### config.mk
export PLATFORM = sky130hd
export DESIGN_NAME = display_ctrl_port_decode_bank
export DESIGN_NICKNAME = d
export VERILOG_FILES = /design/src/pkg/display_ctrl_pkg.sv /design/src/design/display_ctrl_port_decode_bank.sv
export VERILOG_INCLUDE_DIRS = /design/src /design/src/pkg
export SDC_FILE = /design/constraint.sdc
export NUM_CORES = 1
export LEC_CHECK = 0
export ABC_AREA = 1
export ABC_CLOCK_PERIOD_IN_PS = 6430
export BUFFER_PORTS_ARGS = -buffer_cell sky130_fd_sc_hd__buf_2
export CAP_MARGIN = 10
export CELL_PAD_IN_SITES_DETAIL_PLACEMENT = 1
export CELL_PAD_IN_SITES_GLOBAL_PLACEMENT = 1
export CORE_MARGIN = 2
export CORE_UTILIZATION = 45
export CTS_CLUSTER_DIAMETER = 60
export DETAILED_ROUTE_END_ITERATION = 10
export PLACE_DENSITY_LB_ADDON = 0.05
export SYNTH_ARGS = -nofsm -noshare
export SYNTH_HDL_FRONTEND = slang
export SYNTH_SLANG_ARGS = --single-unit
export TNS_END_PERCENT = 100
### constraint.sdc
create_clock -name clock -period 6.43 [get_ports clock]
set_input_delay 0.643 -clock clock [delete_from_list [all_inputs] [get_ports clock]]
set_output_delay 0.643 -clock clock [all_outputs]
set_load 0.005 [all_outputs]
### src/pkg/display_ctrl_defines.svh
// port addresses, index values, field positions and reset values
`ifndef DISPLAY_CTRL_DEFINES_SVH
`define DISPLAY_CTRL_DEFINES_SVH

`define PORT_MONO_CRT_INDEX 10'h3B4
`define PORT_MONO_CRT_DATA 10'h3B5
`define PORT_COLOR_CRT_INDEX 10'h3D4
`define PORT_COLOR_CRT_DATA 10'h3D5
`define PORT_MONO_MODE_CONTROL 10'h3B8
`define PORT_MONO_CRT_STATUS 10'h3BA
`define PORT_MONO_GRAPHICS_CONFIG 10'h3BF
`define PORT_ATTR_WRITE 10'h3C0
`define PORT_ATTR_READ 10'h3C1
`define PORT_PALETTE_PIXEL_MASK 10'h3C6
`define PORT_PALETTE_READ_INDEX 10'h3C7
`define PORT_PALETTE_WRITE_INDEX 10'h3C8
`define PORT_PALETTE_DATA 10'h3C9
`define PORT_COLOR_MODE_CONTROL 10'h3D8
`define PORT_COLOR_COLOR_SELECT 10'h3D9
`define PORT_COLOR_CRT_STATUS 10'h3DA

`define IDX_EXT_PORT 8'hFC
`define IDX_EXT_CONTROL_ONE 8'hFD
`define IDX_EXT_CONTROL_TWO 8'hFE
`define IDX_SKEW 4'h8
`define IDX_CURSOR_START 4'hA
`define IDX_START_HIGH 4'hC
`define IDX_START_LOW 4'hD
`define IDX_CURSOR_HIGH 4'hE
`define IDX_CURSOR_LOW 4'hF
`define IDX_ATTR_LAST 5'h14
`define IDX_ATTR_MODE 5'h10
`define CRT_LEGACY_LAST 4'hF
`define ATTR_IDX_MSB 4
`define CRT_LEGACY_IDX_MSB 3

`define CURSOR_BLINK_MASK 8'h9F
`define CURSOR_KEEP_ALL 8'hFF
`define PALETTE_STATUS_READ_MODE 8'h03
`define PALETTE_STATUS_WRITE_MODE 8'h00
`define PALETTE_ADDR_PIXEL_MASK 2'h0
`define PALETTE_ADDR_READ_INDEX 2'h1
`define PALETTE_ADDR_WRITE_INDEX 2'h2
`define PALETTE_ADDR_DATA 2'h3
`define REG_RESET 8'h00
`define UNMAPPED_READ 8'hFF

`endif

### src/pkg/display_ctrl_pkg.sv
// types shared by the port decode bank
package display_ctrl_pkg;

  typedef enum logic [1:0]
  {
    mode_native,
    mode_mono_text,
    mode_mono_graphics,
    mode_color_legacy
  } display_mode_t;

  typedef enum logic [1:0]
  {
    rd_idle,
    rd_answer,
    rd_palette_wait
  } read_state_t;

endpackage

### src/design/display_ctrl_port_decode_bank.sv
// i/o port register bank and decoder for the display controller
`timescale 1ns/100ps
`include "display_ctrl_defines.svh"
// Behaviour
// [RL1] attribute index and data share one write port
// [RL2] extended registers reached via crt index FC-FE
// [RL3] native crt ports at 3B4/5 or 3D4/5
// [RL4] palette ports 3C6-3C9 drive external strobes
// [RL5] 3C7 reads local status, writes go external
// [RL6] legacy modes reach extended registers identically
// [RL7] legacy crt ports follow mono or color mode
// [RL8] start and cursor addresses are 16 bits
// [RL9] scanning is always non-interlaced in legacy modes
// [RL10] no cursor blinking in legacy modes
// [RL11] port 3BF decoded only in mono graphics mode
// [RL12] mono mode control and status at 3B8/3BA
// [RL13] color legacy registers at 3D8, 3D9, 3DA
// [RL14] extended registers behave alike in every mode
// [RL15] index registers hold across data accesses
module display_ctrl_port_decode_bank
(
  // clock and reset
  input wire logic clock,
  input wire logic srst,
  // host i/o bus, one-cycle strobes on this clock
  input wire logic [9:0] io_addr,
  input wire logic io_rd,
  input wire logic io_wr,
  input wire logic [7:0] io_wdata,
  output logic [7:0] io_rdata,
  output logic io_rd_valid,
  // mode selection from the surrounding controller
  input wire logic [1:0] display_mode,
  input wire logic color_addressing,
  // status sources from the display timing
  input wire logic [7:0] mono_status_in,
  input wire logic [7:0] color_status_in,
  // external palette converter
  output logic palette_read_strobe,
  output logic palette_write_strobe,
  output logic [1:0] palette_addr,
  output logic [7:0] palette_wdata,
  input wire logic [7:0] palette_rdata,
  // register contents toward the display logic
  output logic [7:0] extended_control_one,
  output logic [7:0] extended_control_two,
  output logic [7:0] general_port_register,
  output logic [15:0] start_address,
  output logic [15:0] cursor_address,
  output logic [7:0] cursor_start_raster,
  output logic interlace_enable,
  output logic [7:0] mono_mode_control,
  output logic [7:0] mono_graphics_configuration,
  output logic [7:0] color_legacy_mode_control,
  output logic [7:0] color_legacy_color_select,
  output logic [7:0] attr_mode_control
);

  // ---------------------------------------------------------------
  // state
  // ---------------------------------------------------------------
  logic [7:0] crt_index;
  logic [7:0] attribute_index;
  logic attr_data_phase;
  logic [7:0] crt_regs [0:`CRT_LEGACY_LAST];
  logic [7:0] attr_regs [0:`IDX_ATTR_LAST];
  logic [7:0] palette_status;
  display_ctrl_pkg::read_state_t rd_state;
  logic [7:0] next_rdata;
  logic [7:0] held_rdata;

  // ---------------------------------------------------------------
  // decode
  // ---------------------------------------------------------------
  function automatic logic is_mono_mode(input logic [1:0] m);
    is_mono_mode = (m == display_ctrl_pkg::mode_mono_text) ||
      (m == display_ctrl_pkg::mode_mono_graphics);
  endfunction

  // middle digit B for mono, D for color, native or legacy
  logic crt_mono;
  always_comb
  begin
    if (display_mode == display_ctrl_pkg::mode_native)
      crt_mono = !color_addressing; // [RL3]
    else
      crt_mono = is_mono_mode(display_mode); // [RL7]
  end

  logic hit_crt_index;
  logic hit_crt_data;
  assign hit_crt_index = crt_mono ? (io_addr == `PORT_MONO_CRT_INDEX)
    : (io_addr == `PORT_COLOR_CRT_INDEX); // [RL3] [RL7]
  assign hit_crt_data = crt_mono ? (io_addr == `PORT_MONO_CRT_DATA)
    : (io_addr == `PORT_COLOR_CRT_DATA); // [RL3] [RL7]

  logic legacy;
  assign legacy = display_mode != display_ctrl_pkg::mode_native;

  logic hit_mono_mode;
  logic hit_mono_status;
  logic hit_mono_config;
  logic hit_color_mode;
  logic hit_color_select;
  logic hit_color_status;
  assign hit_mono_mode = is_mono_mode(display_mode) &&
    (io_addr == `PORT_MONO_MODE_CONTROL); // [RL12]
  assign hit_mono_status = is_mono_mode(display_mode) &&
    (io_addr == `PORT_MONO_CRT_STATUS); // [RL12]
  assign hit_mono_config =
    (display_mode == display_ctrl_pkg::mode_mono_graphics) &&
    (io_addr == `PORT_MONO_GRAPHICS_CONFIG); // [RL11]
  assign hit_color_mode =
    (display_mode == display_ctrl_pkg::mode_color_legacy) &&
    (io_addr == `PORT_COLOR_MODE_CONTROL); // [RL13]
  assign hit_color_select =
    (display_mode == display_ctrl_pkg::mode_color_legacy) &&
    (io_addr == `PORT_COLOR_COLOR_SELECT); // [RL13]
  assign hit_color_status =
    (display_mode == display_ctrl_pkg::mode_color_legacy) &&
    (io_addr == `PORT_COLOR_CRT_STATUS); // [RL13]

  // palette converter owns 3C6, 3C8, 3C9 and the write side of 3C7
  logic hit_palette;
  logic [1:0] palette_sel;
  always_comb
  begin
    hit_palette = 1'b1;
    palette_sel = `PALETTE_ADDR_PIXEL_MASK;
    case (io_addr)
      `PORT_PALETTE_PIXEL_MASK: palette_sel = `PALETTE_ADDR_PIXEL_MASK;
      `PORT_PALETTE_READ_INDEX: palette_sel = `PALETTE_ADDR_READ_INDEX;
      `PORT_PALETTE_WRITE_INDEX: palette_sel = `PALETTE_ADDR_WRITE_INDEX;
      `PORT_PALETTE_DATA: palette_sel = `PALETTE_ADDR_DATA;
      default: hit_palette = 1'b0;
    endcase
  end

  logic palette_ext_rd;
  logic palette_ext_wr;
  assign palette_ext_rd = io_rd && hit_palette &&
    (io_addr != `PORT_PALETTE_READ_INDEX); // [RL4] [RL5]
  assign palette_ext_wr = io_wr && hit_palette; // [RL4] [RL5]

  // crt data target, legacy table holds indices 00-0F
  logic crt_legacy_idx;
  assign crt_legacy_idx = crt_index[7:`CRT_LEGACY_IDX_MSB+1] == '0;
  logic attr_idx_ok;
  assign attr_idx_ok = attribute_index[`ATTR_IDX_MSB:0] <= `IDX_ATTR_LAST
    && attribute_index[7:`ATTR_IDX_MSB+1] == '0;

  // ---------------------------------------------------------------
  // index registers
  // ---------------------------------------------------------------
  always_ff @(posedge clock)
  begin
    if (srst)
      crt_index <= `REG_RESET;
    else if (io_wr && hit_crt_index)
      crt_index <= io_wdata; // [RL15] [RL2] [RL6]
  end

  // writes to 3C0 alternate between index and data
  always_ff @(posedge clock)
  begin
    if (srst)
    begin
      attribute_index <= `REG_RESET;
      attr_data_phase <= 1'b0;
    end
    else if (io_wr && io_addr == `PORT_ATTR_WRITE)
    begin
      attr_data_phase <= !attr_data_phase; // [RL1]
      if (!attr_data_phase)
        attribute_index <= io_wdata; // [RL1] [RL15]
    end
  end

  // ---------------------------------------------------------------
  // attribute section
  // ---------------------------------------------------------------
  always_ff @(posedge clock)
  begin
    if (srst)
    begin
      for (int i = 0; i <= `IDX_ATTR_LAST; i++)
        attr_regs[i] <= `REG_RESET;
    end
    else if (io_wr && io_addr == `PORT_ATTR_WRITE && attr_data_phase
      && attr_idx_ok)
      attr_regs[attribute_index[`ATTR_IDX_MSB:0]] <= io_wdata; // [RL1]
  end

  // ---------------------------------------------------------------
  // crt legacy table and extended registers
  // ---------------------------------------------------------------
  always_ff @(posedge clock)
  begin
    if (srst)
    begin
      for (int i = 0; i <= `CRT_LEGACY_LAST; i++)
        crt_regs[i] <= `REG_RESET;
    end
    else if (io_wr && hit_crt_data && crt_legacy_idx)
      crt_regs[crt_index[`CRT_LEGACY_IDX_MSB:0]] <= io_wdata; // [RL15]
  end

  // same decode in native and legacy modes
  always_ff @(posedge clock)
  begin
    if (srst)
    begin
      extended_control_one <= `REG_RESET;
      extended_control_two <= `REG_RESET;
      general_port_register <= `REG_RESET;
    end
    else if (io_wr && hit_crt_data)
    begin
      case (crt_index)
        `IDX_EXT_CONTROL_ONE: extended_control_one <= io_wdata; // [RL2] [RL14]
        `IDX_EXT_CONTROL_TWO: extended_control_two <= io_wdata; // [RL2] [RL14]
        `IDX_EXT_PORT: general_port_register <= io_wdata; // [RL2] [RL14]
        default: ;
      endcase
    end
  end

  // ---------------------------------------------------------------
  // legacy port registers
  // ---------------------------------------------------------------
  always_ff @(posedge clock)
  begin
    if (srst)
    begin
      mono_mode_control <= `REG_RESET;
      mono_graphics_configuration <= `REG_RESET;
      color_legacy_mode_control <= `REG_RESET;
      color_legacy_color_select <= `REG_RESET;
    end
    else if (io_wr)
    begin
      if (hit_mono_mode)
        mono_mode_control <= io_wdata; // [RL12]
      if (hit_mono_config)
        mono_graphics_configuration <= io_wdata; // [RL11]
      if (hit_color_mode)
        color_legacy_mode_control <= io_wdata; // [RL13]
      if (hit_color_select)
        color_legacy_color_select <= io_wdata; // [RL13]
    end
  end

  // ---------------------------------------------------------------
  // palette status and converter strobes
  // ---------------------------------------------------------------
  always_ff @(posedge clock)
  begin
    if (srst)
      palette_status <= `PALETTE_STATUS_WRITE_MODE;
    else if (io_wr && io_addr == `PORT_PALETTE_READ_INDEX)
      palette_status <= `PALETTE_STATUS_READ_MODE; // [RL5]
    else if (io_wr && io_addr == `PORT_PALETTE_WRITE_INDEX)
      palette_status <= `PALETTE_STATUS_WRITE_MODE;
  end

  always_ff @(posedge clock)
  begin
    if (srst)
    begin
      palette_read_strobe <= 1'b0;
      palette_write_strobe <= 1'b0;
      palette_addr <= `PALETTE_ADDR_PIXEL_MASK;
      palette_wdata <= `REG_RESET;
    end
    else
    begin
      palette_read_strobe <= palette_ext_rd; // [RL4]
      palette_write_strobe <= palette_ext_wr; // [RL4] [RL5]
      if (palette_ext_rd || palette_ext_wr)
        palette_addr <= palette_sel;
      if (palette_ext_wr)
        palette_wdata <= io_wdata;
    end
  end

  // ---------------------------------------------------------------
  // display-facing views
  // ---------------------------------------------------------------
  always_ff @(posedge clock)
  begin
    if (srst)
    begin
      start_address <= '0;
      cursor_address <= '0;
      cursor_start_raster <= `REG_RESET;
      interlace_enable <= 1'b0;
      attr_mode_control <= `REG_RESET;
    end
    else
    begin
      start_address <= {crt_regs[`IDX_START_HIGH],
        crt_regs[`IDX_START_LOW]}; // [RL8]
      cursor_address <= {crt_regs[`IDX_CURSOR_HIGH],
        crt_regs[`IDX_CURSOR_LOW]}; // [RL8]
      // in legacy modes blink control bits are dropped before the cursor logic
      cursor_start_raster <= crt_regs[`IDX_CURSOR_START] &
        (legacy ? `CURSOR_BLINK_MASK : `CURSOR_KEEP_ALL); // [RL10]
      // the skew register is stored but never turns on interlace
      interlace_enable <= 1'b0; // [RL9]
      attr_mode_control <= attr_regs[`IDX_ATTR_MODE];
    end
  end

  // ---------------------------------------------------------------
  // read path
  // ---------------------------------------------------------------
  always_comb
  begin
    next_rdata = `UNMAPPED_READ;
    if (hit_crt_index)
      next_rdata = crt_index;
    else if (hit_crt_data)
    begin
      if (crt_legacy_idx)
        next_rdata = crt_regs[crt_index[`CRT_LEGACY_IDX_MSB:0]];
      else if (crt_index == `IDX_EXT_CONTROL_ONE)
        next_rdata = extended_control_one; // [RL2]
      else if (crt_index == `IDX_EXT_CONTROL_TWO)
        next_rdata = extended_control_two; // [RL2]
      else if (crt_index == `IDX_EXT_PORT)
        next_rdata = general_port_register; // [RL2]
    end
    else if (io_addr == `PORT_ATTR_WRITE)
      next_rdata = attribute_index;
    else if (io_addr == `PORT_ATTR_READ)
      next_rdata = attr_idx_ok ?
        attr_regs[attribute_index[`ATTR_IDX_MSB:0]] : `REG_RESET; // [RL1]
    else if (io_addr == `PORT_PALETTE_READ_INDEX)
      next_rdata = palette_status; // [RL5]
    else if (hit_mono_mode)
      next_rdata = mono_mode_control;
    else if (hit_mono_status)
      next_rdata = mono_status_in; // [RL12]
    else if (hit_mono_config)
      next_rdata = mono_graphics_configuration; // [RL11]
    else if (hit_color_mode)
      next_rdata = color_legacy_mode_control;
    else if (hit_color_select)
      next_rdata = color_legacy_color_select;
    else if (hit_color_status)
      next_rdata = color_status_in; // [RL13]
  end

  // external reads take the converter's data in the wait state, with the same latency as local reads
  always_ff @(posedge clock)
  begin
    if (srst)
      rd_state <= display_ctrl_pkg::rd_idle;
    else if (palette_ext_rd)
      rd_state <= display_ctrl_pkg::rd_palette_wait;
    else if (io_rd)
      rd_state <= display_ctrl_pkg::rd_answer;
    else
      rd_state <= display_ctrl_pkg::rd_idle;
  end

  always_ff @(posedge clock)
  begin
    if (srst)
      held_rdata <= `REG_RESET;
    else if (io_rd)
      held_rdata <= next_rdata;
  end

  always_ff @(posedge clock)
  begin
    if (srst)
    begin
      io_rdata <= `REG_RESET;
      io_rd_valid <= 1'b0;
    end
    else
    begin
      case (rd_state)
        display_ctrl_pkg::rd_answer:
        begin
          io_rdata <= held_rdata;
          io_rd_valid <= 1'b1;
        end
        display_ctrl_pkg::rd_palette_wait:
        begin
          io_rdata <= palette_rdata; // [RL4]
          io_rd_valid <= 1'b1;
        end
        default:
          io_rd_valid <= 1'b0;
      endcase
    end
  end

endmodule // display_ctrl_port_decode_bank

Yosys cells after proc, flatten, opt, wreduce, memory -nomap -nowiden
Memory sizes are Yosys's and may differ from the RTL's. A register that Yosys moved wholly into a read port is not among the register bits.
Cells that the tools add are included.
Storage, ports and cells
  logic and storage cells: 138
  output and inout port bits: 126
  bits in writable memories: 296
  memories: 2
  input port bits: 49
  register bits: 114
Operators by class
  reduce and logical (&&, ||, !) cells: 41
  muxes and demuxes: 46
  magnitude comparators: 1
  bitwise logic cells: 2
  equality and inequality tests: 25
Memories
  attr_regs: depth 21, width 8, read ports 2, clocked after Yosys merged registers in 2, wr ports 21, RTL line display_ctrl_port_decode_bank.sv:66  | logic [7:0] attr_regs [0:`IDX_ATTR_LAST];
  crt_regs: depth 16, width 8, read ports 6, clocked after Yosys merged registers in 5, wr ports 16, RTL line display_ctrl_port_decode_bank.sv:65  | logic [7:0] crt_regs [0:`CRT_LEGACY_LAST];
Operators by type and width (count)
  10-bit equality test (second input constant): 16
  8-bit two-way mux: 18
  8-bit equality test (second input constant): 3
  1-bit logical AND: 18
  1-bit two-way mux: 16
  8-bit case mux with 2 select lines: 1
  2-bit AND reduction: 8
  8-bit OR reduction: 2
  5-bit two-way mux: 3
  4-bit two-way mux: 3
  10-bit != test (second input constant): 1
  8-bit bitwise AND: 1
  7-bit two-way mux: 1
  2-bit equality test (second input constant): 3
  2-bit two-way mux: 3
  2-bit case mux with 3 select lines: 1
  2-bit nonzero test: 3
  5-bit <= comparator (second input constant): 1
  2-bit by 1-bit equality test with 1-bit output (second input constant): 2
  4-bit logical NOT: 1
  2-bit OR reduction: 2
  4-bit OR reduction: 1
  3-bit logical NOT: 1
  1-bit logical NOT: 2
  other kinds (3): 4

Depth between registers and ports, before layout
  depth after elaboration: 13
  mapped depth: 17
  depth with buffers taken out: 16

Worst setup path after synthesis
Ideal clock, no wire load.
  path type: input -> register
  start point: input port display_mode[0]
  end point: memory crt_regs[1][0], enable pin
  cell stages on the path: 11
  library setup time: 0.329 ns
  required time: 6.101 ns
  slack: 3.712 ns
  arrival time: 2.389 ns
  buffers on the path: 0
  path through: inv_1 > ha_1 > o21ai_1 > nand2_1 > o21ai_1 > nand4_1 > nor2_2 > nand3_2 > nor3_4 > nand2_2 > nand2_1
RTL lines
  start, declared: RTL line display_ctrl_port_decode_bank.sv:33  | input wire logic [1:0] display_mode,
  end, declared: RTL line display_ctrl_port_decode_bank.sv:65

==> impl_metrics.yaml <==
yosys:
  ys_ff_latch: 545
  synth-simple-area-share_pct: 23.42
  yosys_warnings: 0
  synth_flop_cell: "edfxtp_1"
  synth_compound_area_share_pct: 7.978
  seq_area_frac_synth_pct: 61.57
  synthMuxAreaShare_pct: 0.3342
  synth_top_family_by_area: "simple AND/OR/NAND/NOR gates"
  netlist.area_leader.share_pct: 48.12
  synth_xor_area_share_pct: 0
  syn_avg_cell_area_um2: 9.171
  synth-edff-count: 384
  syn-cell-area_um2: 23960
  synthAdderAreaFrac_pct: 0.2088
  syn_inst: 2613
  ys_async_sr_fraction_pct: 0
  synth_area_leaders: "edfxtp_1 (48%), dfxtp_1 (13%), nor2_1 (7.6%)"
  synth_cell_types: 40
  yosys.area.top_type: "edfxtp_1"
worst_setup_path:
  critical_path.endpoint: "held_rdata[0]$_SDFFE_PP0P_"
  critPathRequiredTime_ns: 6.98
  worstPathArrival_ns: 3.85
  reg2reg_to: "held_rdata[0]$_SDFFE_PP0P_"
  crit_type: "reg2reg"
  r2r_slack_ns: 3.12
  rr_worst_depth: 13
  worstSetupEndpointType: "flip-flop"
  critPathMaxFanout: 76
  start_kind: "flip-flop"
pwr:
  power_density_nw_per_um2: 280.1
  clock_power_share_pct: 45.4
  power_frac_seq_pct: 50.6
  p_leak_nw: 11.57
  p_int_w: 0.006001
  irDropWorstVdd_mv: 0.2227
  switchingPower_w: 0.001737
  sw_frac_of_total_pct: 22.44
  p_comb_share_pct: 4.0
drt:
  dr.pass1.iters: 5
  drcViolationCount: 0
  route.antenna.remaining_nets: 0
  wire_per_inst_um: 20.96
  drt_wl_total_um: 74270
  drt-initial-drc-count: 1311
  vias: 18910
  vias_per_cell: 5.336
floorplan:
  dieHeight_um: 234.8
  die_w_um: 234.8
  die_area_um2: 55110
  start_util_pct: 45.51
  ios: 175
  core_area_um2: 52660
  num_rows: 84
sta:
  hold_viol: 0
  hold-worst-slack_ns: 0.3213
  tightest_slew_ns: 1.221
  fin_tns_setup_ns: 0
  timing.final.crit_share_pct: 51.44
  rsz0062_at_grt: "no"
  relSlewSlack_pct: 18.61
  fmax_ghz: 0.3023
  period_minus_slack_ns: 3.308
  drv_slew: 0
  setup_viol: 0
  worst_slack_ns: 3.122
  finClkSkew_ns: 0.02583
cts:
  cts_buffers: 60
  cts_tree: "built"
  cts_hold_buf: 0
  cts-root-buf: "clkbuf_16"
  cts_resized: 0
  postCtsSetupBuffers: 0
  clkTransAtPathRegs_ns: 0.07
  clockBufferDepth: 3
  cts.sinks: 545
  cts_max_level: 2
  worstSkewPairLatency_ns: 0.63
placement:
  place.gp.congestion: 0.8647
  place_ws_ns: 2.903
  place_area_um2: 25580
  dp_hpwl_um: 49240
  io_buffers: 173
final_layout:
  fin_util_pct: 52.46
  final_common_cell: "nor2_1"
  final_area_um2: 27620
  area_growth_pct: 15.27
  mostFrequentLayoutCells: "nor2_1 (486), nand2_1 (428), edfxtp_1 (384)"
  fin_nets: 2858
  multi_input_area_um2: 7988
  regArea_um2: 14760
  antenna_cells: 0
  drive_gt1_share_pct: 14.08
  n_fill_cell: 6087
global_route:
  first_global_vias: 19340
  antenna_found_initial: 0
  grt_pass1_wl_um: 114100
  grt_start_max_net_pins: 129
  grtUsageTotal_pct: 26.71
  gr-total-overflow: 0
min_path:
  min_path_type: "in2reg"
  worstHoldPathCells: 3
run_status:
  status: "complete, no violations"
run:
  maxCapViolations: 0
[worst min path at each step]
| stage | to | slack, ns | from |
|---|---|---|---|
| 6_report | io_rdata[5]$_SDFFE_PP0P_ | 0.32 | palette_rdata[5] |
| 5_1_grt | io_rdata[1]$_SDFFE_PP0P_ | 0.36 | palette_rdata[1] |
| 4_1_cts | io_rdata[3]$_SDFFE_PP0P_ | 0.30 | palette_rdata[3] |
| 3_5_place_dp | start_address[7]$_SDFF_PP0_ | 0.46 | crt_regs[13][7]$_SDFFCE_PN0P_ |
| 3_3_place_gp | palette_status[0]$_SDFFE_PP0P_ | 0.45 | palette_status[0]$_SDFFE_PP0P_ |
| 2_1_floorplan | attr_mode_control[0]$_SDFF_PP0_ | 0.43 | attr_regs[16][0]$_SDFFCE_PN0P_ |
[routing by layer]
| layer | track usage (%) | share of wire, % | wire (um) |
|---|---|---|---|
| met5 | 0 | 0 | 0 |
| met2 | 47.08 | 51 | 37570 |
| met4 | 7.020 | 2.1 | 1584 |
| met1 | 34.74 | 42 | 31330 |
| met3 | 3.395 | 5.1 | 3786 |
[flip-flops by register name, summed over array words and instances, names as in the netlist, 2 cells and up, named ones only]
signal,flops
attr_mode_control,8
extended_control_two,8
mono_graphics_configuration,8
crt_index,8
attribute_index,8
held_rdata,8
cursor_address,16
mono_mode_control,8
color_legacy_color_select,8
extended_control_one,8
io_rdata,8
general_port_register,8
attr_regs,256
crt_regs,128
palette_wdata,8
color_legacy_mode_control,8
start_address,16
cursor_start_raster,8
palette_addr,2
[metrics by stage]
step	power (W)	cells
after floorplan	0.004145	2701
after global placement	0.004287	3431
after detailed placement	0.004300	3431
after CTS	0.007794	3544
after global routing	0.007972	3544
final	0.007738	3544
[worst max-delay path, stage by stage (launching register included)]
cell and delay, ns:
dfxtp_1 0.30, buf_4 0.26, inv_2 0.41, buf_4 0.76, o211ai_1 0.20, nand3_1 0.21
nand3_1 0.21, nand3_1 0.18, nand3_1 0.19, nand3_1 0.13, nand2_1 0.08, nand2_1 0.07
nand2_1 0.05, a21oi_1 0.12
[logic make-up after synthesis]
logic type | count (synthesis)
buf+inv | 404
simple gates | 1296
other cells | 1
fa+ha+maj | 4
mux | 8
flops | 545
compound gates | 355
[power by group through the flow]
| stage | clock, W | combinational, W | sequential (W) |
|---|---|---|---|
| 4_1_cts | 0.00357 | 0.000309 | 0.00392 |
| 3_3_place_gp | 0 | 0.000300 | 0.00399 |
| 5_1_grt | 0.00370 | 0.000342 | 0.00393 |
| 3_5_place_dp | 0 | 0.000307 | 0.00399 |
| 2_1_floorplan | 0 | 0.000169 | 0.00398 |
| 6_report | 0.00351 | 0.000309 | 0.00392 |
[cell usage after synthesis (23+ instances only)]
cell / count
a21oi_1: 131
buf_1: 23
clkbuf_1: 106
dfxtp_1: 161
edfxtp_1: 384
inv_1: 239
nand2_1: 428
nand2_2: 31
nand3_1: 265
nor2_1: 486
o211ai_1: 37
o21ai_0: 165
or2_2: 37
[cell type report]
| class | count | area share (%) |
|---|---|---|
| sequential | 545 | 53.44 |
| timing repair buffer | 194 | 3.705 |
| clock inverter | 33 | 0.9829 |
| multi-input combinational | 1752 | 28.92 |
| clock buffer | 80 | 6.400 |
| inverter | 252 | 3.433 |
| tap | 688 | 3.116 |
Note: power is estimated with default switching activity, not from simulation.
